**config.mk**
```make
export PLATFORM = sky130hd
export DESIGN_NAME = mie_core
export DESIGN_NICKNAME = d
export VERILOG_FILES = /design/src/rtl/mie_pkg.sv /design/src/rtl/mie_core.sv
export SDC_FILE = /design/constraint.sdc
export NUM_CORES = 2
export LEC_CHECK = 0
export BUFFER_PORTS_ARGS = -buffer_cell sky130_fd_sc_hd__buf_2
export CAP_MARGIN = 20
export CORE_MARGIN = 2
export CORE_UTILIZATION = 64
export CTS_CLUSTER_DIAMETER = 120
export DETAILED_ROUTE_END_ITERATION = 8
export MAX_ROUTING_LAYER = met4
export PLACE_DENSITY = 0.78
export SLEW_MARGIN = 20
export SYNTH_ARGS = -nofsm -noshare
export SYNTH_HDL_FRONTEND = slang
export SYNTH_SLANG_ARGS = --single-unit
```
**constraint.sdc**
```tcl
create_clock -name clk -period 7.4 [get_ports clk]
set_clock_uncertainty 0.1 [all_clocks]
set_input_delay 0.74 -clock clk [delete_from_list [all_inputs] [get_ports clk]]
set_output_delay 0.74 -clock clk [all_outputs]
set_load 0.1 [all_outputs]
```
**src/rtl/mie_pkg.sv**
```systemverilog
// Constants, register map and carrier types for the instruction execution core.
package mie_pkg;

	localparam int MIE_PC_W = 12;
	localparam int MIE_PAGE_W = MIE_PC_W - 8;
	localparam int MIE_TBL_DW = 16;

	// Register byte offsets on the Avalon-MM slave.
	localparam logic [5:0] MIE_OFS_CMD = 6'h00;
	localparam logic [5:0] MIE_OFS_STATUS = 6'h04;
	localparam logic [5:0] MIE_OFS_MEM_PTR = 6'h08;
	localparam logic [5:0] MIE_OFS_MEM_DATA = 6'h0C;
	localparam logic [5:0] MIE_OFS_PC = 6'h10;
	localparam logic [5:0] MIE_OFS_TBL_WR = 6'h14;
	localparam logic [5:0] MIE_OFS_TBL_CTRL = 6'h18;
	localparam logic [5:0] MIE_OFS_CORE = 6'h1C;
	localparam logic [5:0] MIE_OFS_WDT = 6'h20;

	localparam logic [3:0] MIE_BE_ALL = 4'hF;
	localparam logic [7:0] MIE_PCL_ADDR = 8'h06;
	localparam logic [3:0] MIE_NIB_LIMIT = 4'h9;
	localparam logic [7:0] MIE_DAA_LO = 8'h06;
	localparam logic [7:0] MIE_DAA_HI = 8'h60;
	localparam logic [7:0] MIE_BYTE_ZERO = 8'h00;
	localparam logic [7:0] MIE_BYTE_ONE = 8'h01;
	localparam logic [1:0] MIE_CYC_ONE = 2'h1;
	localparam logic [1:0] MIE_CYC_TWO = 2'h2;
	localparam logic [MIE_PC_W-1:0] MIE_PC_RST = 12'h000;
	localparam logic [MIE_PC_W-1:0] MIE_PC_STEP = 12'h001;
	localparam logic [MIE_PC_W-1:0] MIE_PC_SKIP = 12'h002;
	localparam logic [MIE_PAGE_W-1:0] MIE_LAST_PAGE = 4'hF;

	typedef enum logic [4:0] {
		OP_NOP = 5'h00, OP_ADD_A_M = 5'h01, OP_ADD_TO_MEMORY = 5'h02,
		OP_ADD_LITERAL = 5'h03, OP_ADD_CARRY = 5'h04,
		OP_ADD_CARRY_TO_MEMORY = 5'h05, OP_AND_A_M = 5'h06,
		OP_AND_TO_MEMORY = 5'h07, OP_COMPLEMENT_IN_PLACE = 5'h08,
		OP_COMPLEMENT_TO_ACCUMULATOR = 5'h09, OP_DECIMAL_ADJUST = 5'h0A,
		OP_CLEAR_BYTE = 5'h0B, OP_CLEAR_BIT = 5'h0C, OP_SET_BIT = 5'h0D,
		OP_WATCHDOG_CLEAR = 5'h0E, OP_POWER_DOWN = 5'h0F,
		OP_MOVE_TO_ACCUMULATOR = 5'h10, OP_MOVE_TO_MEMORY = 5'h11,
		OP_LOAD_LITERAL = 5'h12, OP_UNCONDITIONAL_JUMP = 5'h13,
		OP_CALL = 5'h14, OP_RETURN = 5'h15, OP_RETURN_WITH_LITERAL = 5'h16,
		OP_ZERO_TEST_MOVE_SKIP = 5'h17,
		OP_DECREMENT_SKIP_TO_ACCUMULATOR = 5'h18, OP_INCREMENT_SKIP = 5'h19,
		OP_BIT_SET_SKIP = 5'h1A, OP_NIBBLE_SWAP_TO_ACCUMULATOR = 5'h1B,
		OP_TABLE_READ_PAGE = 5'h1C, OP_TABLE_READ_LAST_PAGE = 5'h1D
	} mie_op_type;

	typedef enum logic [3:0] {
		ST_IDLE = 4'b0001,
		ST_EXEC = 4'b0010,
		ST_DUMMY = 4'b0100,
		ST_HALT = 4'b1000
	} mie_state_type;

	typedef struct packed {
		logic [MIE_PC_W-1:0] target;
		logic [7:0] operand;
		logic [2:0] bit_sel;
		mie_op_type op;
	} mie_cmd_type;

	typedef struct packed {
		logic ov;
		logic z;
		logic ac;
		logic c;
	} mie_flags_type;

	localparam int MIE_CMD_W = $bits(mie_cmd_type);
	localparam mie_flags_type MIE_FLAGS_RST = 4'h0;

endpackage : mie_pkg

```
**src/rtl/mie_core.sv**
```systemverilog
// Instruction execution core with an Avalon-MM command and register slave.
`timescale 1ns/1ps
`default_nettype none

// Overview of operation
// [RL1] Skip instructions take two cycles when skipping, one otherwise.
// [RL2] Any write to the program counter low byte costs two cycles.
// [RL3] Call pushes PC plus one, loads target, two cycles, flags kept.
// [RL4] Return with literal pops PC, loads literal to accumulator, two cycles.
// [RL5] Table read fetches from given or current page to high byte and memory.
// [RL6] Last page table read fetches from the last page, two cycles.
// [RL7] Add with carry sums accumulator, operand, carry; updates four flags.
// [RL8] Add literal sums into accumulator and updates four flags.
// [RL9] And to memory writes the AND back to memory, zero flag only.
// [RL10] Clear byte writes zero to memory, no flag change.
// [RL11] Clear bit zeroes one selected bit, nothing else changes.
// [RL12] Watchdog clear resets counter, timeout flag and power down flag.
// [RL13] Complement inverts operand to memory or accumulator, zero flag only.
// [RL14] Decimal adjust adds six to low nibble above nine or on aux carry.
// [RL15] Decimal adjust adds six to high nibble above nine or on carry.
// [RL16] Decimal adjust changes no flag except carry.
// [RL17] Decimal adjust sets carry when it corrects the high nibble or the sum carries out.
// [RL18] Decrement skip puts operand minus one in accumulator, skips on zero.
// [RL19] Increment skip increments memory in place, skips on zero.
// [RL20] Zero test move copies operand to accumulator, skips on zero.
// [RL21] Bit set skip skips when the selected bit is one.
// [RL22] Nibble swap puts swapped operand in accumulator in one cycle.
// [RL23] Jump loads target in two cycles; literal load takes one.
// [RL24] Power down stops, clears watchdog, sets power down, clears timeout.
// [RL25] Zero flag is set exactly when the eight bit result is zero.
module mie_core #(
	parameter int DMEM_DEPTH = 64,
	parameter int STACK_DEPTH = 8,
	parameter int TBL_AW = 6,
	parameter int WDT_W = 16
) (
	input wire logic clk,
	input wire logic rst,
	input wire logic [5:0] avs_address,
	input wire logic avs_read,
	input wire logic avs_write,
	input wire logic [31:0] avs_writedata,
	input wire logic [3:0] avs_byteenable,
	output logic [31:0] avs_readdata,
	output logic avs_waitrequest,
	output logic halted,
	output logic [7:0] accumulator_out,
	output mie_pkg::mie_flags_type flags_out
);
	import mie_pkg::*;

	localparam int DAW = $clog2(DMEM_DEPTH);
	localparam int SPW = $clog2(STACK_DEPTH);

	if (DMEM_DEPTH < 8 || DMEM_DEPTH > 256
		|| (1 << DAW) != DMEM_DEPTH) begin : g_chk_mem
		$error("DMEM_DEPTH must be a power of two from 8 to 256.");
	end
	if (STACK_DEPTH < 2 || (1 << SPW) != STACK_DEPTH) begin : g_chk_stack
		$error("STACK_DEPTH must be a power of two of at least 2.");
	end
	if (TBL_AW < 1 || TBL_AW > MIE_PC_W) begin : g_chk_tbl
		$error("TBL_AW must lie between 1 and the program counter width.");
	end
	if (WDT_W < 2 || WDT_W > 32) begin : g_chk_wdt
		$error("WDT_W must lie between 2 and 32.");
	end

	////////////////////////////////////////////////////////////////////////////

	function automatic logic [DAW-1:0] dm_index(input logic [7:0] a);
		dm_index = a[DAW-1:0];
	endfunction : dm_index

	// Returns {ov, ac, c, sum}; ov compares carries into and out of bit 7.
	function automatic logic [10:0] alu_add(input logic [7:0] a,
		input logic [7:0] b, input logic cin);
		logic [8:0] s;
		logic [4:0] lo;
		logic [7:0] s7;
		s = {1'b0, a} + {1'b0, b} + {8'h00, cin};
		lo = {1'b0, a[3:0]} + {1'b0, b[3:0]} + {4'h0, cin};
		s7 = {1'b0, a[6:0]} + {1'b0, b[6:0]} + {7'h00, cin};
		alu_add = {s7[7] ^ s[8], lo[4], s[8], s[7:0]};
	endfunction : alu_add

	function automatic mie_flags_type add_flags(input logic [10:0] r);
		add_flags = {r[10], r[7:0] == MIE_BYTE_ZERO, r[9], r[8]};
	endfunction : add_flags

	////////////////////////////////////////////////////////////////////////////

	mie_state_type state_reg, state_next;
	mie_cmd_type cmd_reg;
	mie_flags_type flags_reg, flags_d;
	logic [7:0] acc_reg;
	logic [7:0] mem_reg [DMEM_DEPTH];
	logic [MIE_PC_W-1:0] stack_reg [STACK_DEPTH];
	logic [SPW-1:0] sp_reg;
	logic [MIE_TBL_DW-1:0] tbl_reg [2**TBL_AW];
	logic [MIE_PC_W-1:0] pc_reg, pc_d;
	logic [7:0] mem_ptr_reg, tbl_ptr_reg, table_high_byte_reg;
	logic [MIE_PAGE_W-1:0] tbl_page_reg;
	logic tbl_use_page_reg;
	logic [WDT_W-1:0] watchdog_counter_reg;
	logic watchdog_timeout_flag_reg, power_down_flag_reg;
	logic [1:0] last_cycles_reg;
	logic last_skip_reg;
	logic rd_ack_reg;
	logic [31:0] readdata_reg;

	logic busy, wr_ok, cmd_wr, exec, timeout;
	logic [7:0] m_val, acc_d, mem_d, daa_adj;
	logic [10:0] sum;
	logic acc_we, mem_we, skip, two, push, pop, jump, table_high_byte_we, halt_op;
	logic wdt_clr, to_clr, pdf_clr, pdf_set;
	logic [MIE_PC_W-1:0] taddr;
	logic [MIE_TBL_DW-1:0] tword;

	assign busy = (state_reg == ST_EXEC) || (state_reg == ST_DUMMY);
	assign wr_ok = avs_write && !busy && (avs_byteenable == MIE_BE_ALL);
	assign cmd_wr = wr_ok && (avs_address == MIE_OFS_CMD);
	assign exec = (state_reg == ST_EXEC);
	// Writes stall while an instruction runs so bus and core never collide.
	assign avs_waitrequest = (avs_write && busy) || (avs_read && !rd_ack_reg);
	assign avs_readdata = readdata_reg;
	assign halted = (state_reg == ST_HALT);
	assign accumulator_out = acc_reg;
	assign flags_out = flags_reg;

	////////////////////////////////////////////////////////////////////////////

	always_comb begin
		m_val = (cmd_reg.operand == MIE_PCL_ADDR) ? pc_reg[7:0]
			: mem_reg[dm_index(cmd_reg.operand)];
		acc_d = acc_reg;
		mem_d = m_val;
		flags_d = flags_reg;
		acc_we = 1'b0;
		mem_we = 1'b0;
		skip = 1'b0;
		two = 1'b0;
		push = 1'b0;
		pop = 1'b0;
		jump = 1'b0;
		table_high_byte_we = 1'b0;
		halt_op = 1'b0;
		wdt_clr = 1'b0;
		to_clr = 1'b0;
		pdf_clr = 1'b0;
		pdf_set = 1'b0;
		sum = '0;
		daa_adj = MIE_BYTE_ZERO;
		if (cmd_reg.op == OP_TABLE_READ_LAST_PAGE) begin
			taddr = {MIE_LAST_PAGE, tbl_ptr_reg}; // [RL6]
		end else if (tbl_use_page_reg) begin
			taddr = {tbl_page_reg, tbl_ptr_reg}; // [RL5]
		end else begin
			taddr = {pc_reg[MIE_PC_W-1:8], tbl_ptr_reg}; // [RL5]
		end
		tword = tbl_reg[taddr[TBL_AW-1:0]];
		case (cmd_reg.op)
			OP_ADD_A_M, OP_ADD_TO_MEMORY: begin
				sum = alu_add(acc_reg, m_val, 1'b0);
				flags_d = add_flags(sum); // [RL25]
				acc_we = (cmd_reg.op == OP_ADD_A_M);
				mem_we = !acc_we;
			end
			OP_ADD_LITERAL: begin
				sum = alu_add(acc_reg, cmd_reg.operand, 1'b0); // [RL8]
				flags_d = add_flags(sum); // [RL8]
				acc_we = 1'b1;
			end
			OP_ADD_CARRY, OP_ADD_CARRY_TO_MEMORY: begin
				sum = alu_add(acc_reg, m_val, flags_reg.c); // [RL7]
				flags_d = add_flags(sum); // [RL7]
				acc_we = (cmd_reg.op == OP_ADD_CARRY);
				mem_we = !acc_we; // [RL7]
			end
			OP_AND_A_M, OP_AND_TO_MEMORY: begin
				sum = {3'b000, acc_reg & m_val};
				flags_d.z = (sum[7:0] == MIE_BYTE_ZERO); // [RL9]
				acc_we = (cmd_reg.op == OP_AND_A_M);
				mem_we = !acc_we; // [RL9]
			end
			OP_COMPLEMENT_IN_PLACE, OP_COMPLEMENT_TO_ACCUMULATOR: begin
				sum = {3'b000, ~m_val}; // [RL13]
				flags_d.z = (sum[7:0] == MIE_BYTE_ZERO); // [RL25]
				acc_we = (cmd_reg.op == OP_COMPLEMENT_TO_ACCUMULATOR);
				mem_we = !acc_we; // [RL13]
			end
			OP_DECIMAL_ADJUST: begin
				if (acc_reg[3:0] > MIE_NIB_LIMIT || flags_reg.ac) begin
					daa_adj = daa_adj | MIE_DAA_LO; // [RL14]
				end
				if (acc_reg[7:4] > MIE_NIB_LIMIT || flags_reg.c) begin
					daa_adj = daa_adj | MIE_DAA_HI; // [RL15]
				end
				sum = alu_add(acc_reg, daa_adj, 1'b0);
				// Carry out of the correction means the sum passed 99.
				flags_d.c = flags_reg.c | daa_adj[5] | sum[8]; // [RL16] [RL17]
				mem_we = 1'b1; // [RL15]
			end
			OP_CLEAR_BYTE: begin
				sum = {3'b000, MIE_BYTE_ZERO}; // [RL10]
				mem_we = 1'b1;
			end
			OP_CLEAR_BIT: begin
				sum = {3'b000, m_val & ~(MIE_BYTE_ONE << cmd_reg.bit_sel)}; // [RL11]
				mem_we = 1'b1;
			end
			OP_SET_BIT: begin
				sum = {3'b000, m_val | (MIE_BYTE_ONE << cmd_reg.bit_sel)};
				mem_we = 1'b1;
			end
			OP_WATCHDOG_CLEAR: begin
				wdt_clr = 1'b1; // [RL12]
				to_clr = 1'b1;
				pdf_clr = 1'b1;
			end
			OP_POWER_DOWN: begin
				halt_op = 1'b1; // [RL24]
				wdt_clr = 1'b1;
				to_clr = 1'b1;
				pdf_set = 1'b1;
			end
			OP_MOVE_TO_ACCUMULATOR: begin
				sum = {3'b000, m_val};
				acc_we = 1'b1;
			end
			OP_MOVE_TO_MEMORY: begin
				sum = {3'b000, acc_reg};
				mem_we = 1'b1;
			end
			OP_LOAD_LITERAL: begin
				sum = {3'b000, cmd_reg.operand}; // [RL23]
				acc_we = 1'b1;
			end
			OP_UNCONDITIONAL_JUMP: begin
				jump = 1'b1; // [RL23]
			end
			OP_CALL: begin
				jump = 1'b1; // [RL3]
				push = 1'b1;
			end
			OP_RETURN: begin
				pop = 1'b1;
			end
			OP_RETURN_WITH_LITERAL: begin
				pop = 1'b1; // [RL4]
				sum = {3'b000, cmd_reg.operand};
				acc_we = 1'b1;
			end
			OP_ZERO_TEST_MOVE_SKIP: begin
				sum = {3'b000, m_val}; // [RL20]
				acc_we = 1'b1;
				skip = (m_val == MIE_BYTE_ZERO);
			end
			OP_DECREMENT_SKIP_TO_ACCUMULATOR: begin
				sum = {3'b000, m_val - MIE_BYTE_ONE}; // [RL18]
				acc_we = 1'b1;
				skip = (sum[7:0] == MIE_BYTE_ZERO);
			end
			OP_INCREMENT_SKIP: begin
				sum = {3'b000, m_val + MIE_BYTE_ONE}; // [RL19]
				mem_we = 1'b1;
				skip = (sum[7:0] == MIE_BYTE_ZERO);
			end
			OP_BIT_SET_SKIP: begin
				skip = m_val[cmd_reg.bit_sel]; // [RL21]
			end
			OP_NIBBLE_SWAP_TO_ACCUMULATOR: begin
				sum = {3'b000, m_val[3:0], m_val[7:4]}; // [RL22]
				acc_we = 1'b1;
			end
			OP_TABLE_READ_PAGE, OP_TABLE_READ_LAST_PAGE: begin
				sum = {3'b000, tword[7:0]}; // [RL5]
				mem_we = 1'b1;
				table_high_byte_we = 1'b1;
				two = 1'b1; // [RL6]
			end
			default: begin
			end
		endcase
		acc_d = sum[7:0];
		mem_d = sum[7:0];
		if (pop) begin
			pc_d = stack_reg[sp_reg - 1'b1];
		end else if (jump) begin
			pc_d = cmd_reg.target;
		end else if (skip) begin
			pc_d = pc_reg + MIE_PC_SKIP;
		end else begin
			pc_d = pc_reg + MIE_PC_STEP;
		end
		if (mem_we && cmd_reg.operand == MIE_PCL_ADDR) begin
			pc_d = {pc_reg[MIE_PC_W-1:8], mem_d}; // [RL2]
		end
		two = two | skip | jump | pop // [RL1] [RL3] [RL4] [RL23]
			| (mem_we && cmd_reg.operand == MIE_PCL_ADDR); // [RL2]
	end

	////////////////////////////////////////////////////////////////////////////

	always_comb begin
		state_next = state_reg;
		case (state_reg)
			ST_IDLE, ST_HALT: begin
				if (cmd_wr) begin
					state_next = ST_EXEC;
				end
			end
			ST_EXEC: begin
				if (halt_op) begin
					state_next = ST_HALT; // [RL24]
				end else if (two) begin
					state_next = ST_DUMMY; // [RL1] [RL2]
				end else begin
					state_next = ST_IDLE;
				end
			end
			ST_DUMMY: begin
				state_next = ST_IDLE;
			end
			default: begin
				state_next = ST_IDLE;
			end
		endcase
	end

	always_ff @(posedge clk) begin
		if (rst) begin
			state_reg <= ST_IDLE;
			cmd_reg <= '0;
		end else begin
			state_reg <= state_next;
			if (cmd_wr) begin
				cmd_reg <= mie_cmd_type'(avs_writedata[MIE_CMD_W-1:0]);
			end
		end
	end

	always_ff @(posedge clk) begin
		if (rst) begin
			last_cycles_reg <= MIE_CYC_ONE;
			last_skip_reg <= 1'b0;
		end else if (exec) begin
			last_cycles_reg <= two ? MIE_CYC_TWO : MIE_CYC_ONE; // [RL1]
			last_skip_reg <= skip;
		end
	end

	always_ff @(posedge clk) begin
		if (rst) begin
			acc_reg <= MIE_BYTE_ZERO;
			flags_reg <= MIE_FLAGS_RST;
		end else if (exec) begin
			if (acc_we) begin
				acc_reg <= acc_d;
			end
			flags_reg <= flags_d;
		end else if (wr_ok && avs_address == MIE_OFS_CORE) begin
			acc_reg <= avs_writedata[7:0];
			flags_reg <= mie_flags_type'(avs_writedata[11:8]);
		end
	end

	always_ff @(posedge clk) begin
		if (rst) begin
			for (int i = 0; i < DMEM_DEPTH; i++) begin
				mem_reg[i] <= MIE_BYTE_ZERO;
			end
		end else if (exec && mem_we && cmd_reg.operand != MIE_PCL_ADDR) begin
			mem_reg[dm_index(cmd_reg.operand)] <= mem_d;
		end else if (wr_ok && avs_address == MIE_OFS_MEM_DATA) begin
			mem_reg[dm_index(mem_ptr_reg)] <= avs_writedata[7:0];
		end
	end

	always_ff @(posedge clk) begin
		if (rst) begin
			pc_reg <= MIE_PC_RST;
			sp_reg <= '0;
			for (int i = 0; i < STACK_DEPTH; i++) begin
				stack_reg[i] <= MIE_PC_RST;
			end
		end else if (exec) begin
			pc_reg <= pc_d;
			if (push) begin
				stack_reg[sp_reg] <= pc_reg + MIE_PC_STEP; // [RL3]
				sp_reg <= sp_reg + 1'b1;
			end else if (pop) begin
				sp_reg <= sp_reg - 1'b1; // [RL4]
			end
		end else if (wr_ok && avs_address == MIE_OFS_PC) begin
			pc_reg <= avs_writedata[MIE_PC_W-1:0];
		end
	end

	always_ff @(posedge clk) begin
		if (rst) begin
			table_high_byte_reg <= MIE_BYTE_ZERO;
			mem_ptr_reg <= MIE_BYTE_ZERO;
			tbl_ptr_reg <= MIE_BYTE_ZERO;
			tbl_page_reg <= '0;
			tbl_use_page_reg <= 1'b0;
			for (int i = 0; i < 2**TBL_AW; i++) begin
				tbl_reg[i] <= '0;
			end
		end else begin
			if (exec && table_high_byte_we) begin
				table_high_byte_reg <= tword[15:8]; // [RL5] [RL6]
			end
			if (wr_ok && avs_address == MIE_OFS_MEM_PTR) begin
				mem_ptr_reg <= avs_writedata[7:0];
			end
			if (wr_ok && avs_address == MIE_OFS_TBL_CTRL) begin
				tbl_ptr_reg <= avs_writedata[7:0];
				tbl_page_reg <= avs_writedata[8+MIE_PAGE_W-1:8];
				tbl_use_page_reg <= avs_writedata[16];
			end
			if (wr_ok && avs_address == MIE_OFS_TBL_WR) begin
				tbl_reg[avs_writedata[16+TBL_AW-1:16]] <= avs_writedata[15:0];
			end
		end
	end

	////////////////////////////////////////////////////////////////////////////

	// The counter freezes in power down, standing in for the stopped clock.
	assign timeout = (&watchdog_counter_reg) && !halted;

	always_ff @(posedge clk) begin
		if (rst) begin
			watchdog_counter_reg <= '0;
		end else if (exec && wdt_clr) begin
			watchdog_counter_reg <= '0; // [RL12] [RL24]
		end else if (!halted) begin
			watchdog_counter_reg <= watchdog_counter_reg + 1'b1;
		end
	end

	always_ff @(posedge clk) begin
		if (rst) begin
			watchdog_timeout_flag_reg <= 1'b0;
			power_down_flag_reg <= 1'b0;
		end else begin
			if (timeout) begin
				watchdog_timeout_flag_reg <= 1'b1;
			end else if (exec && to_clr) begin
				watchdog_timeout_flag_reg <= 1'b0; // [RL12] [RL24]
			end
			if (exec && pdf_set) begin
				power_down_flag_reg <= 1'b1; // [RL24]
			end else if (exec && pdf_clr) begin
				power_down_flag_reg <= 1'b0; // [RL12]
			end
		end
	end

	////////////////////////////////////////////////////////////////////////////

	always_ff @(posedge clk) begin
		if (rst) begin
			rd_ack_reg <= 1'b0;
			readdata_reg <= '0;
		end else begin
			rd_ack_reg <= avs_read && !rd_ack_reg;
			if (avs_read && !rd_ack_reg) begin
				case (avs_address)
					MIE_OFS_CMD: readdata_reg <= 32'(cmd_reg);
					MIE_OFS_STATUS: readdata_reg <= 32'({last_skip_reg,
						last_cycles_reg, busy, halted, power_down_flag_reg,
						watchdog_timeout_flag_reg, flags_reg, acc_reg});
					MIE_OFS_MEM_PTR: readdata_reg <= 32'(mem_ptr_reg);
					MIE_OFS_MEM_DATA: readdata_reg <= 32'(mem_reg[dm_index(mem_ptr_reg)]);
					MIE_OFS_PC: readdata_reg <= 32'(pc_reg);
					MIE_OFS_TBL_CTRL: readdata_reg <= 32'({tbl_use_page_reg,
						tbl_page_reg, tbl_ptr_reg});
					MIE_OFS_CORE: readdata_reg <= 32'({sp_reg, table_high_byte_reg});
					MIE_OFS_WDT: readdata_reg <= 32'(watchdog_counter_reg);
					default: readdata_reg <= '0;
				endcase
			end
		end
	end

endmodule : mie_core

`default_nettype wire

```
==> run_results.csv <==
group,metric,value,unit
die,core-area,0.136,mm2
synth,synthDistinctLibCells,81,
synth,syn_inst,6459,
synth,syn_area,0.0877,mm2
timing,whs,0.0588,ns
worst_setup_path,timing.critical_path.mode_cell,"nor2_1",
synth,netlist.area_leader.share,0.559,
cts,holdBufCountCts,0,
worst_setup_path,cp.required,7.86,ns
timing,timing.final.crit_share,0.956,
power,pwr-share-seq,0.534,
global_route,antenna_found_initial,11,
power,p_sw,4.77,mW
synth,ys.warnings.count,0,
routing,firstDrtPassIters,6,
hold_path,hold_class,"input port to register",
cts,post_cts_buffers,0,
die,die_height,374,um
placed_design,place_congestion,1.05,
power,total_power,21.6,mW
die,ios,92,
layout,nFillCells,8775,
layout,area_growth,9.86,%
cts,clock_latency,0.84,ns
global_route,grt_pass1_wl,379,mm
power,power.density,225,mW/mm2
global_route,overflow,0,
cts,numCtsBuffers,180,
die,rows,135,
timing,fmax,0.141,GHz
layout,layout.cells.most_common_list,"1632 x edfxtp_1, 1033 x and2_1, 848 x nor2_1",
worst_setup_path,path_cells,"nor2b_2 > a22oi_1 > nand3_1 > nand2_1 > o32ai_1 > nor2_1 > ha_1 > a21o_1 > a21oi_1 > o21ai_0 > a21oi_1 > o21ai_0 > xnor2_1 > xnor2_1 > nor2_1 > a211oi_1 > nand3_1 > o21ai_4 > buf_12 > nor2_1",
layout,largest_reg_flops,1024,
timing,final_max_slew_viol_count,0,
worst_setup_path,cp-start-kind,"register",
power,netSwitchingFraction,0.220,
die,initial_core_util,0.646,
routing,drcViolationCount,0,
worst_setup_path,slowest_stage,"nor2b_2",
worst_setup_path,slowest_delay,1.07,ns
synth,synth_edf_count,1632,
routing,wirelength,263,mm
routing,drt_iter0_drc,9260,
cts,post_cts_resize_count,0,
routing,vias,57700,
global_route,grt_pass1_vias,55700,
layout,layout-drive-gt1-share,0.194,
power,combPwrFrac,0.043,
cts,cts_tree,"built",
placed_design,io_buffer_count,83,
routing,wl_per_cell,31.3,um
cts,cts.root.buffer_cell,"clkbuf_16",
synth,ys_ff_latch,1788,
worst_setup_path,worstSetupEndpointType,"register",
layout,seq_area,0.0522,mm2
synth,yosys-top-cells-area,"edfxtp_1 56%, mux4_2 14%, and2_1 7.4%",
timing,setup_tns,0,ns
worst_setup_path,r2r_slack,0.33,ns
global_route,top_usage_layer,"met2",
timing,min_period,7.07,ns
synth,synth_ff_type,"edfxtp_1",
global_route,met1_usage,0.513,
layout,final_common_cell,"edfxtp_1",
routing,vias_per_cell,6.88,
timing,slew_headroom,0.132,
worst_setup_path,arrival,7.53,ns
worst_setup_path,critPathKind,"register to register",
global_route,use_met3,0.103,
cts,clk_pin_slew_worst_paths,0.06,ns
power,p_leak,31.9,nW
run_status,status,"completed",
timing,setup_viol,0,
cts,h-tree-depth,4,
job,max-cap-violations,0,
worst_setup_path,crit_family,"compound AO/OA/AOI/OAI gates",
cts,clockBufferDepth,3,
synth,synthArstFlopShare,0,
synth,ys_seq_area_frac,0.594,
worst_setup_path,cp_num_buf_inv,1,
placed_design,dp_hpwl,171,mm
die,dieWidth,374,um
cts,cts.sinks,1788,
synth,synth_area_per_cell,13.6,um2
timing,grt_setup_unrepaired,"no",
synth,yosysTopAreaCell,"edfxtp_1",
timing,hold_viol,0,
timing,tightest_slew,1.30,ns
power,ir_drop,231,uV
die,die_area,0.140,mm2
layout,layout.nets,6519,
global_route,grt_max_degree,83,
power,clock_power_share,0.423,
worst_setup_path,cp_max_fo,38,
power,internal-power,16.9,mW
global_route,met2_usage,0.577,
layout,multi_input_area,0.0334,mm2
global_route,grt.total_usage,0.387,
routing,postRouteAntennaNets,0,
==> worst reg2reg max path, cell delays in order (launching register included) <==
cell and delay (ns):
dfxtp_2 0.50, nor2b_2 1.08, a22oi_1 0.23, nand3_1 0.20, nand2_1 0.20, o32ai_1 0.65
nor2_1 0.33, ha_1 0.36, a21o_1 0.18, a21oi_1 0.28, o21ai_0 0.16, a21oi_1 0.29
o21ai_0 0.30, xnor2_1 0.43, xnor2_1 0.26, nor2_1 0.07, a211oi_1 0.42, nand3_1 0.22
o21ai_4 0.21, buf_12 0.27, nor2_1 0.11
==> area by class of cell <==
cell class              count  share of cell area
multi-input cells        4095               0.347
diodes                     10            0.000260
clock inverters           108              0.0111
flip-flops and latches   1788               0.541
well taps                1781              0.0231
inverters                  42             0.00164
clock buffers             228              0.0500
repair buffers            332              0.0260
==> path summary, 6_finish.rpt <==
path | start | to | depth (start not counted)
hold / removal | avs_writedata[25] | cmd_reg[25]$_SDFFE_PP0P_ | 3
hold reg to reg | tbl_ptr_reg[1]$_SDFFE_PP0P_ | register | 2
setup reg to reg | register | mem_reg[62][7]$_SDFFCE_PN0P_ | 20
setup / recovery | register | mem_reg[62][7]$_SDFFCE_PN0P_ | 20
==> cells by family after synthesis <==
logic type / synth area share
compound gates: 0.0400
xor+xnor: 0.00679
mux: 0.174
fa+ha+maj: 0.00511
flops: 0.594
simple gates: 0.153
buf+inv: 0.0268
other cells: 0.0000427
==> power by group through the flow <==
| stage | Clock [mW] | Sequential [mW] | Combinational, mW |
|---|---|---|---|
| floorplan | 0 | 11.7 | 0.541 |
| global placement | 0 | 11.7 | 0.886 |
| detailed placement | 0 | 11.8 | 0.898 |
| CTS | 9.16 | 11.5 | 0.903 |
| global route | 9.54 | 11.6 | 0.945 |
| finish | 9.16 | 11.6 | 0.924 |
==> stage by stage <==
stage | cell area, um2 | cells | utilization | setup WS (ns)
4_1_cts | 96300 | 8372 | 0.709 | 0.932
5_1_grt | 96400 | 8382 | 0.710 | 0.333
2_1_floorplan | 87700 | 6462 | - | 2.19
3_3_place_gp | 90400 | 8036 | 0.666 | 0.885
3_5_place_dp | 90400 | 8036 | 0.666 | 0.947
6_report | 96400 | 8384 | 0.710 | 0.329
==> synth_stat cells, drive strengths merged, types with 11 or more instances <==
library cell / number
buf: 111
nor4: 15
nor3: 50
mux2i: 242
clkbuf: 426
xor2: 26
nand3: 75
a22oi: 122
a21oi: 131
inv: 41
and2: 1035
nand2b: 90
a211oi: 17
xnor2: 42
or3: 11
a31oi: 24
edfxtp: 1632
and3: 12
mux4: 560
nor2b: 32
nand2: 351
nand4: 22
ha: 31
dfxtp: 156
nor2: 857
a221oi: 21
or2: 74
o21ai: 85
mux2: 17
==> metal layers <==
metal,part of all wire,routed length (um),vias to the layer above
li1,-,-,23900
met1,0.36,93500,28900
met2,0.46,122000,4162
met3,0.13,35100,680
met4,0.047,12300,0
met5,0,0,-
No activity file was read; power rests on OpenSTA's default activity.
